## src/include/dat_pkg.sv

```systemverilog
package dat_pkg;
  // prescaler divide default: 20 MHz core clock gives a one-second tick
  localparam int unsigned CLK_HZ = 20000000;
  localparam int unsigned TICK_S = 1;
  localparam int unsigned DIV_DEFAULT = CLK_HZ * TICK_S;
  localparam int DIV_W = 25;
  // pattern timing in whole seconds
  localparam logic [2:0] SHORT_ON_S = 3'h1;
  localparam logic [2:0] SHORT_OFF_S = 3'h1;
  localparam logic [2:0] LONG_ON_S = 3'h3;
  localparam logic [2:0] LONG_OFF_S = 3'h1;
  localparam logic [2:0] SPARE_ON_S = 3'h1;
  localparam logic [2:0] SPARE_OFF_S = 3'h3;
  localparam logic [2:0] DONE_ON_S = 3'h2;
  // completion tone toggles every 4096 core cycles, on this bit select of the warble counter (warble)
  localparam int DONE_WARBLE_BIT = 12;
  // led pulse length in core cycles
  localparam logic [15:0] LED_PULSE_CYC = 16'h2710;

  typedef enum logic [2:0] {
    DAT_PAT_NONE = 3'b000,
    DAT_PAT_FAILED = 3'b001,
    DAT_PAT_REBUILD = 3'b010,
    DAT_PAT_DEGRADED = 3'b011,
    DAT_PAT_SPARE = 3'b100,
    DAT_PAT_DONE = 3'b101
  } dat_pat_t;
endpackage : dat_pkg

```

## src/rtl/dat_tick.sv

```systemverilog
`timescale 1ns/10ps
// one-second tick prescaler; restart realigns the phase
module dat_tick (
  input wire logic core_clk,
  input wire logic nrst,
  input wire logic clk_en,
  input wire logic restart,
  input wire logic [dat_pkg::DIV_W-1:0] div_value,
  output logic tick
);
  import dat_pkg::*;

  typedef struct packed {
    logic [DIV_W-1:0] cnt;
    logic tick;
  } dat_tick_state_t;

  dat_tick_state_t st;
  dat_tick_state_t next_st;

  // count up to the divide; zero or one ticks every cycle
  always_comb begin
    next_st = st;
    next_st.tick = 1'b0;
    if (restart) begin
      next_st.cnt = '0;
    end else if (st.cnt + 1'b1 >= div_value) begin
      next_st.cnt = '0;
      next_st.tick = 1'b1;
    end else begin
      next_st.cnt = st.cnt + 1'b1;
    end
  end

  always_ff @(posedge core_clk or negedge nrst) begin
    if (!nrst) begin
      st <= '0;
    end else if (clk_en) begin
      st <= next_st;
    end
  end

  assign tick = st.tick;
endmodule : dat_tick

```

## src/rtl/dat_alarm.sv

```systemverilog
`timescale 1ns/10ps
// Summary of operation
// RL1: degraded array sounds one second on, one second off, repeating.
// RL2: failed array sounds three seconds on, one second off, repeating.
// RL3: commissioned hot spare sounds one second on, three seconds off.
// RL4: failure pattern repeats until cleared, silenced or disabled.
// RL5: silence is temporary; new failure or reset with fault resumes it.
// RL6: disable persists through errors and resets until re-enabled.
// RL7: rebuild in progress keeps the sounder continuously on.
// RL8: rebuild completion plays a distinct warbling tone.
// RL9: completion tone plays once per completion event only.
// RL10: LED pulses on adapter activity, dark when idle.
// RL11: priority is failed, rebuild, degraded, then hot spare.
// RL12: seconds come from a configurable prescaler; pattern change restarts.
module dat_alarm (
  input wire logic core_clk,
  input wire logic nrst,
  input wire logic clk_en,
  input wire logic [dat_pkg::DIV_W-1:0] div_value,
  input wire logic degraded_in,
  input wire logic failed_in,
  input wire logic spare_in,
  input wire logic rebuild_in,
  input wire logic rebuild_done_in,
  input wire logic activity_in,
  input wire logic silence_req,
  input wire logic disable_req,
  input wire logic enable_req,
  input wire logic disable_keep,
  output logic sounder,
  output logic led,
  output logic alarm_disabled,
  output logic alarm_silenced,
  output dat_pkg::dat_pat_t pattern
);
  import dat_pkg::*;

  typedef struct packed {
    logic [5:0] sync1;
    logic [5:0] sync2;
    logic [5:0] prev;
    logic silenced;
    logic disabled;
    logic done_pend;
    logic started;
    dat_pat_t pat;
    logic [2:0] sec;
    logic on_phase;
    logic sounder;
    logic [15:0] led_cnt;
    logic led;
    logic [DONE_WARBLE_BIT:0] warble;
  } dat_state_t;

  dat_state_t st;
  dat_state_t next_st;
  logic tick;
  logic restart;
  logic [5:0] in_raw;
  logic [5:0] lv;
  logic [5:0] rise;
  dat_pat_t want;

  // on and off lengths of each pulsing pattern
  function automatic logic [2:0] on_len(input dat_pat_t p);
    case (p)
      DAT_PAT_FAILED: on_len = LONG_ON_S;
      DAT_PAT_DEGRADED: on_len = SHORT_ON_S;
      DAT_PAT_SPARE: on_len = SPARE_ON_S;
      DAT_PAT_DONE: on_len = DONE_ON_S;
      default: on_len = 3'h1;
    endcase
  endfunction : on_len

  function automatic logic [2:0] off_len(input dat_pat_t p);
    case (p)
      DAT_PAT_FAILED: off_len = LONG_OFF_S;
      DAT_PAT_DEGRADED: off_len = SHORT_OFF_S;
      DAT_PAT_SPARE: off_len = SPARE_OFF_S;
      default: off_len = 3'h1;
    endcase
  endfunction : off_len

  // pins come from outside the clock domain
  assign in_raw = {activity_in, rebuild_done_in, rebuild_in, spare_in,
                   failed_in, degraded_in};
  assign lv = st.sync2;
  assign rise = st.sync2 & ~st.prev;

  // RL11 pattern priority select
  always_comb begin
    if (st.disabled) begin
      want = DAT_PAT_NONE;
    end else if (lv[1] && !st.silenced) begin
      want = DAT_PAT_FAILED;
    end else if (lv[3]) begin
      want = DAT_PAT_REBUILD;
    end else if (lv[0] && !st.silenced) begin
      want = DAT_PAT_DEGRADED;
    end else if (lv[2] && !st.silenced) begin
      want = DAT_PAT_SPARE;
    end else if (st.done_pend || st.pat == DAT_PAT_DONE) begin
      want = DAT_PAT_DONE;
    end else begin
      want = DAT_PAT_NONE;
    end
  end

  // RL12 phase restarts on any pattern change
  assign restart = (want != st.pat);

  dat_tick u_tick (
    .core_clk(core_clk),
    .nrst(nrst),
    .clk_en(clk_en),
    .restart(restart),
    .div_value(div_value),
    .tick(tick)
  );

  // next state of the whole sequencer
  always_comb begin
    next_st = st;
    next_st.sync1 = in_raw;
    next_st.sync2 = st.sync1;
    next_st.prev = st.sync2;
    next_st.started = 1'b1;
    // RL5 a fresh failure lifts the silence; clear wins over silence request
    if (silence_req) begin
      next_st.silenced = 1'b1;
    end
    if (|rise[2:0]) begin
      next_st.silenced = 1'b0;
    end
    // RL6 disable held until an explicit enable
    if (disable_req) begin
      next_st.disabled = 1'b1;
    end else if (enable_req) begin
      next_st.disabled = 1'b0;
    end
    // RL6 after reset take the persistent setting from storage
    if (!st.started) begin
      next_st.disabled = disable_keep;
    end
    // RL9 one completion tone per rising edge of done
    if (rise[4]) begin
      next_st.done_pend = 1'b1;
    end else if (st.pat == DAT_PAT_DONE) begin
      next_st.done_pend = 1'b0;
    end
    next_st.pat = want;
    if (restart) begin
      next_st.sec = '0;
      next_st.on_phase = 1'b1;
    end else if (tick) begin
      // RL4 pulsing patterns cycle while the condition holds
      if (st.on_phase && st.sec + 3'h1 >= on_len(st.pat)) begin
        next_st.sec = '0;
        next_st.on_phase = 1'b0;
        if (st.pat == DAT_PAT_DONE) begin
          // RL9 completion tone ends here, never repeats
          next_st.pat = DAT_PAT_NONE;
        end
      end else if (!st.on_phase && st.sec + 3'h1 >= off_len(st.pat)) begin
        next_st.sec = '0;
        next_st.on_phase = 1'b1;
      end else begin
        next_st.sec = st.sec + 3'h1;
      end
    end
    // warble restarts with the pattern so the completion tone opens high;
    // an on phase shorter than half the warble period leaves the tone steady
    if (restart) begin
      next_st.warble = '0;
    end else begin
      next_st.warble = st.warble + 1'b1;
    end
    // sounder output per pattern
    case (next_st.pat)
      // RL1 RL2 RL3 pulsed tones
      DAT_PAT_FAILED, DAT_PAT_DEGRADED, DAT_PAT_SPARE: begin
        next_st.sounder = next_st.on_phase;
      end
      // RL7 rebuild steady on
      DAT_PAT_REBUILD: begin
        next_st.sounder = 1'b1;
      end
      // RL8 warble sets it apart from the steady and pulsed tones
      DAT_PAT_DONE: begin
        next_st.sounder = next_st.on_phase & ~next_st.warble[DONE_WARBLE_BIT];
      end
      default: begin
        next_st.sounder = 1'b0;
      end
    endcase
    // RL10 retriggered led pulse on activity
    if (lv[5]) begin
      next_st.led_cnt = LED_PULSE_CYC;
      next_st.led = 1'b1;
    end else if (st.led_cnt != '0) begin
      next_st.led_cnt = st.led_cnt - 16'h0001;
      next_st.led = 1'b1;
    end else begin
      next_st.led = 1'b0;
    end
  end

  // reset clears silence (RL5) but disable reloads from disable_keep
  always_ff @(posedge core_clk or negedge nrst) begin
    if (!nrst) begin
      st <= '0;
    end else if (clk_en) begin
      st <= next_st;
    end
  end

  assign sounder = st.sounder;
  assign led = st.led;
  assign alarm_disabled = st.disabled;
  assign alarm_silenced = st.silenced;
  assign pattern = st.pat;

  // checks, all on the core clock and quiet during reset
  // RL7 rebuild steady on
  chk_rebuild_steady: assert property ( // RL7
    @(posedge core_clk) disable iff (!nrst)
    clk_en && st.pat == DAT_PAT_REBUILD && next_st.pat == DAT_PAT_REBUILD
    |=> sounder)
    else $error("rebuild tone not steady");
  // RL6 disabled stays quiet
  chk_disabled_quiet: assert property ( // RL6
    @(posedge core_clk) disable iff (!nrst)
    clk_en && st.disabled |=> pattern == DAT_PAT_NONE && !sounder)
    else $error("tone while disabled");
  // RL6 disable kept until enable
  chk_disable_kept: assert property ( // RL6
    @(posedge core_clk) disable iff (!nrst)
    clk_en && st.disabled && st.started && !enable_req |=> alarm_disabled)
    else $error("disable lost without enable");
  // RL11 failed array first
  chk_failed_first: assert property ( // RL11
    @(posedge core_clk) disable iff (!nrst)
    clk_en && lv[1] && !st.silenced && !st.disabled
    |=> pattern == DAT_PAT_FAILED)
    else $error("failed array not top priority");
  // RL11 rebuild over degraded
  chk_rebuild_over: assert property ( // RL11
    @(posedge core_clk) disable iff (!nrst)
    clk_en && lv[3] && !lv[1] && !st.disabled
    |=> pattern == DAT_PAT_REBUILD)
    else $error("rebuild not over degraded");
  // RL5 fresh failure unsilences
  chk_fresh_fail: assert property ( // RL5
    @(posedge core_clk) disable iff (!nrst)
    clk_en && |rise[2:0] |=> !alarm_silenced)
    else $error("new failure kept silence");
  // RL12 phase restart on change
  chk_pattern_restart: assert property ( // RL12
    @(posedge core_clk) disable iff (!nrst)
    clk_en && restart |=> st.sec == 3'h0 && st.on_phase)
    else $error("phase not restarted");
  // RL10 led lit on activity
  chk_led_active: assert property ( // RL10
    @(posedge core_clk) disable iff (!nrst)
    clk_en && lv[5] |=> led)
    else $error("led dark on activity");
  // RL10 led dark when idle
  chk_led_dark: assert property ( // RL10
    @(posedge core_clk) disable iff (!nrst)
    clk_en && !lv[5] && st.led_cnt == '0 |=> !led)
    else $error("led lit while idle");
  // RL4 silence request taken
  chk_silence_hold: assert property ( // RL4
    @(posedge core_clk) disable iff (!nrst)
    clk_en && silence_req && !(|rise[2:0]) |=> alarm_silenced)
    else $error("silence request ignored");
  // RL4 silence stops failure tones
  chk_silence_mutes: assert property ( // RL4
    @(posedge core_clk) disable iff (!nrst)
    clk_en && st.silenced && !lv[3] && !st.done_pend
    && st.pat != DAT_PAT_DONE |=> pattern == DAT_PAT_NONE)
    else $error("failure tone while silenced");
  // RL9 completion tone once
  chk_done_once: assert property ( // RL9
    @(posedge core_clk) disable iff (!nrst)
    clk_en && st.pat == DAT_PAT_DONE && next_st.pat == DAT_PAT_NONE
    && !rise[4] |=> !st.done_pend)
    else $error("completion tone rearmed");
  // RL8 completion tone starts
  chk_done_tone: assert property ( // RL8
    @(posedge core_clk) disable iff (!nrst)
    clk_en && restart && want == DAT_PAT_DONE
    |=> pattern == DAT_PAT_DONE && sounder)
    else $error("completion tone silent");
  // RL1 one second on
  chk_degraded_on: assert property ( // RL1
    @(posedge core_clk) disable iff (!nrst)
    clk_en && tick && !restart && st.pat == DAT_PAT_DEGRADED && st.on_phase
    && st.sec == SHORT_ON_S - 3'h1 |=> !sounder)
    else $error("degraded on phase too long");
  // RL2 three seconds on
  chk_failed_long: assert property ( // RL2
    @(posedge core_clk) disable iff (!nrst)
    clk_en && tick && !restart && st.pat == DAT_PAT_FAILED && st.on_phase
    && st.sec != LONG_ON_S - 3'h1 |=> sounder)
    else $error("failed on phase too short");
  // RL3 three seconds off
  chk_spare_off: assert property ( // RL3
    @(posedge core_clk) disable iff (!nrst)
    clk_en && tick && !restart && st.pat == DAT_PAT_SPARE && !st.on_phase
    && st.sec != SPARE_OFF_S - 3'h1 |=> !sounder)
    else $error("spare off phase too short");

  cov_failed: cover property (@(posedge core_clk) pattern == DAT_PAT_FAILED);
  cov_spare: cover property (@(posedge core_clk) pattern == DAT_PAT_SPARE);
  cov_done: cover property (@(posedge core_clk) pattern == DAT_PAT_DONE);
  cov_silenced: cover property (@(posedge core_clk) alarm_silenced && lv[1]);
  cov_rebuild: cover property (@(posedge core_clk)
    pattern == DAT_PAT_REBUILD);
endmodule : dat_alarm

```

## config.mk

```make
export PLATFORM = sky130hd
export DESIGN_NAME = dat_alarm
export DESIGN_NICKNAME = d
export VERILOG_FILES = /design/src/include/dat_pkg.sv /design/src/rtl/dat_tick.sv /design/src/rtl/dat_alarm.sv
export SDC_FILE = /design/constraint.sdc
export NUM_CORES = 1
export LEC_CHECK = 0
export BUFFER_PORTS_ARGS = -buffer_cell sky130_fd_sc_hd__buf_4
export CORE_AREA = 2 2 100 102
export DETAILED_ROUTE_END_ITERATION = 16
export DIE_AREA = 0 0 102 104
export PLACE_DENSITY_LB_ADDON = 0.1
export RECOVER_POWER = 50
export SLEW_MARGIN = 40
export SYNTH_ARGS = -nofsm -noshare
export SYNTH_HDL_FRONTEND = slang
export SYNTH_SLANG_ARGS = --single-unit
```

## constraint.sdc

```tcl
create_clock -name core_clk -period 5.8 [get_ports core_clk]
set_input_delay 0.87 -clock core_clk [delete_from_list [all_inputs] [get_ports core_clk]]
set_output_delay 0.87 -clock core_clk [all_outputs]
set_load 0.02 [all_outputs]
```

Yosys cells after proc, flatten, opt, wreduce, memory -nomap -nowiden
Cells that the tools add are included.
Storage, ports and cells
  bits in registers: 85
  bits of input ports: 38
  logic and storage cells: 94
Cells by class
  add/sub/neg operators: 4
  magnitude comparators: 3
  equal/unequal tests: 10
  mux-type cells: 37
  bitwise operators: 4
  reductions and logical operators: 20
Operator list (count)
  $mux W25: 2
  $mux W3: 15
  $add A25 B1 Y25 const B: 1
  $ge A25 B25 Y1: 1
  $mux W17: 1
  $mux W16: 1
  $reduce_bool A16 Y1: 1
  $sub A16 B1 Y16 const B: 1
  $add A13 B1 Y13 const B: 1
  $mux W13: 1
  $eq A3 B3 Y1 const B: 4
  $mux W1: 11
  $reduce_and A2 Y1: 5
  $mux W4: 2
  $reduce_bool A2 Y1: 4
  $mux W7: 1
  $eq A3 B1 Y1 const B: 2
  $eq A3 B2 Y1 const B: 2
  $ge A3 B3 Y1: 2
  $reduce_or A3 Y1: 2
  $and A5 B5 Y5: 1
  $logic_and A1 B1 Y1: 5
  $not A5 Y5: 1
  $pmux W2 S2: 1
  other kinds (9): 10

Depth between registers and ports, before layout
  depth in word-level cells: 24
  depth in mapped cells: 17
  mapped depth without buffers: 15

Cells and area by module
From an unflattened synthesis, not the netlist that was laid out.
Unflattened totals
  cells, all modules: 566
  area, all modules: 5378.9 µm²
By module, submodules not included
  dat_alarm: times used 1, cells an instance 300, area each 3019.1 µm²
  dat_tick: times used 1, cells an instance 266, area each 2359.8 µm²

Worst setup path before layout
OpenSTA, ideal clock, no wires.
  path kind: flip-flop to flip-flop
  start: register u_tick.st[1] (netlist name)
  end: register u_tick.st[10] (netlist name)
  arrival: 3.397 ns
  setup slack: 2.274 ns
  cell stages (with the launch flop): 18
  path buffers: 2
  cell sequence: dfrtp_1 > ha_1 > and4_1 > nand2_1 > nor2_1 > and3_1 > clkbuf_1 > nand3_1 > nand2_1 > nand2_1 > ha_1 > nand4_1 > or4_1 > o21ai_1 > or3_4 > buf_6 > a2bb2oi_1 > o31ai_1
Between the ends
  longest elaborated chain between the ends: 4
Ends and longest elaborated chain
  start, declared: line dat_tick.sv:18  | dat_tick_state_t st;
  start signal, assigned: line dat_tick.sv:39  | st <= next_st;
  $add A25 B1 Y25 (*): line dat_tick.sv:27, dat_tick.sv:31
  $ge A25 B25 Y1: line dat_tick.sv:27  | end else if (st.cnt + 1'b1 >= div_value) begin
  $mux W25 (*): line dat_tick.sv:27
  $mux W25 (*): line dat_tick.sv:25  | if (restart) begin
Mark *: on every way between the ends. The rest lies on a longest branch, timed or not.
A chain may end at the register's enable or synchronous reset.

Final worst setup path
  start: register u_tick.st[6] (netlist name)
  end: register u_tick.st[15] (netlist name)
The elaborated chain is that of the path after synthesis.

==> results.json <==
{
  "vdd_drop_max_mv": 0.1538,
  "finalWorstSetupSlack_ns": 1.787,
  "arrival_ns": 4.25,
  "place.gp.congestion": 0.8435,
  "clock-sinks": 84,
  "required_ns": 6.03,
  "dp_slack_ns": 1.849,
  "avgSynthCellArea_um2": 9.262,
  "grt_usage": 0.2130,
  "ys_warn_count": 0,
  "hold_class": "reg2reg",
  "synth-edff-count": 0,
  "ios": 45,
  "cts_resized": 0,
  "hpwl_um": 7548,
  "drt_iter0_markers": 192,
  "worst_setup_path_end_kind": "flip-flop",
  "grt_overflow_total": 0,
  "slew_violations": 34,
  "drc_errors": 0,
  "die_area_um2": 10610,
  "wl_per_cell_um": 14.64,
  "fin_crit_ns": 4.013,
  "die_h_um": 104,
  "start_kind": "flip-flop",
  "crit_end": "u_tick.st[15]",
  "ys_seq_elements": 84,
  "hold_path_depth": 2,
  "antenna_cells": 0,
  "num_vias": 4006,
  "p_total_uw": 1515,
  "post_cts_buffers": 0,
  "grt_antenna_before_repair": 0,
  "cp_max_fo": 21,
  "min-delay-start": "next_st[50]",
  "synthesis.nets": 622,
  "synth_cells": 552,
  "antenna_left": 0,
  "first_global_vias": 4043,
  "start_util": 0.5354,
  "multi_input_area_um2": 2724,
  "cts.clk_slew.worst_paths_ns": 0.10,
  "register_area_um2": 2102,
  "violations": "capacitance limit, slew limit",
  "clock_skew_ns": 0.01321,
  "core_um2": 9549,
  "worst_pin_slew_ns": 1.800,
  "die_x_um": 102,
  "finalHoldViolCount": 0,
  "vias_per_cell": 5.533,
  "layout-drive-gt1-share": 0.1438,
  "setup_tns_ns": 0,
  "cts-htree-levels": 3,
  "rows": 36,
  "cts_buffers": 9,
  "run_status": "finished, violations left",
  "nNetsFinal": 656,
  "crit_type": "reg2reg",
  "ys_types": 59,
  "cts_root_buf": "clkbuf_8",
  "ys.flop_type": "dfrtp_1",
  "clockBufferDepth": 2,
  "final_common_cell": "dfrtp_1",
  "grt_pass1_wl_um": 18490,
  "crit_start": "u_tick.st[6]",
  "powerDensity_nw_per_um2": 265.3,
  "setup_viol": 0,
  "reg2reg_slack_ns": 1.79,
  "seq_area_frac_synth": 0.4112,
  "cts.hold.buffers_added": 0,
  "area_growth_pct": 11.70,
  "first_pass_iters": 4,
  "mostFrequentLayoutCells": "84 x dfrtp_1, 66 x nand2_1, 46 x buf_4",
  "fin_crit_sh": 0.6919,
  "maxCapViolations": 1,
  "synth_area_um2": 5112,
  "clk_latency_ns": 0.36,
  "worstReg2RegStart": "u_tick.st[6]",
  "fmaxAchievable_mhz": 249.2,
  "reg2reg_depth": 12,
  "wl_um": 10600,
  "cts_tree": "built",
  "async_flop_share": 1.000,
  "leakage_uw": 0.002612,
  "io_buffers": 44,
  "slew_headroom": -0.2001,
  "r2r_end": "u_tick.st[15]",
  "rsz0062_at_grt": "no",
  "grt_max_degree": 75,
  "fillers": 846
}
-- worst max-delay path: stages (launching register included) --
cell and delay, ns:
dfrtp_1 0.48, and4_1 0.26, nand3_1 0.25, nor3b_1 0.61
nand3_1 0.18, xnor2_1 0.19, ha_1 0.34, nand4_1 0.14
or4_1 0.54, o21ai_1 0.27, or3_4 0.34, o21ai_0 0.11
o2bb2ai_1 0.16
-- layout make-up --
| type | instances | area share |
|---|---|---|
| Timing Repair Buffer | 47 | 0.06113 |
| Sequential cell | 84 | 0.3681 |
| Clock inverter | 7 | 0.01402 |
| Clock buffer | 9 | 0.02169 |
| Multi-Input combinational cell | 400 | 0.4770 |
| Inverter | 44 | 0.02892 |
| Tap cell | 133 | 0.02914 |
-- how the worst min path moves through the flow --
stage	endpoint	slack, ns
6_report	lv[2]	0.49
2_1_floorplan	lv[1]	0.45
4_1_cts	st[10]	0.45
5_1_grt	st[7]	0.53
3_5_place_dp	lv[2]	0.47
3_3_place_gp	lv[2]	0.46
-- cell usage after synthesis, types with 4 or more instances --
cell       number  area, um2
nor4_1          6      37.54
and3_1         12      75.07
dfrtp_1        84       2102
nand2b_1        5      31.28
nand2_1        66      247.7
xor2_1         10      87.58
and2_1          4      25.02
o2bb2ai_1      20      175.2
ha_1           32      400.4
nand3_1        24      120.1
o21ai_0        36      180.2
a21oi_1        21      105.1
and4_1          4      35.03
clkbuf_1       12      45.04
or3_1           7      43.79
xnor2_1        23      201.4
nor3_1         11      55.05
nand4_1        12      75.07
nor2_1         26      97.59
a21o_1          7      52.55
nor2b_1         5      31.28
buf_2           4      20.02
o31ai_1        11      82.58
inv_1          44      165.2
mux2_2         13      146.4
-- metrics by stage --
stage	cell area, um2	cells	hold WS [ns]	util
floorplan	5112	552	0.4492	-
CTS	5714	724	0.4543	0.5984
finish	5710	724	0.4949	0.5980
detailed placement	5510	708	0.4730	0.5770
global route	5710	724	0.5260	0.5980
global placement	5510	708	0.4644	0.5770
-- routing by layer --
| metal | GRT usage | share of wire | up-vias |
|---|---|---|---|
| met5 | 0 | 0 | - |
| met4 | 0.05619 | 0.0084 | 0 |
| met3 | 0.03965 | 0.035 | 10 |
| met2 | 0.3567 | 0.48 | 67 |
| met1 | 0.2825 | 0.47 | 1899 |
| li1 | - | - | 2030 |
-- where the power goes --
group / internal (uW) / switching, uW / total (uW)
Combinational: 152 / 213 / 365
Sequential: 647 / 69.5 / 716
Clock: 206 / 228 / 434
-- state kept, by name, summed over array words and instances, names as in the netlist --
register and cells:
alarm_disabled 1, alarm_silenced 1, led 1, lv 6
next_st 6, pattern 3, sounder 1, st 39
u_tick.st 25, u_tick.tick 1
-- kinds of logic (layout without fill, tap and decap cells) --
kind of cell | Yosys count | after routing | synth area share
AND/OR/NAND/NOR | 192 | 192 | 0.1887
adder cells (fa/ha/maj) | 32 | 32 | 0.07832
XOR/XNOR | 34 | 34 | 0.05972
AO/OA/AOI/OAI | 126 | 126 | 0.1716
buffers and inverters | 68 | 107 | 0.05604
multiplexers | 16 | 16 | 0.03451
flip-flops | 84 | 84 | 0.4112
(Power assumes the default switching activity.)
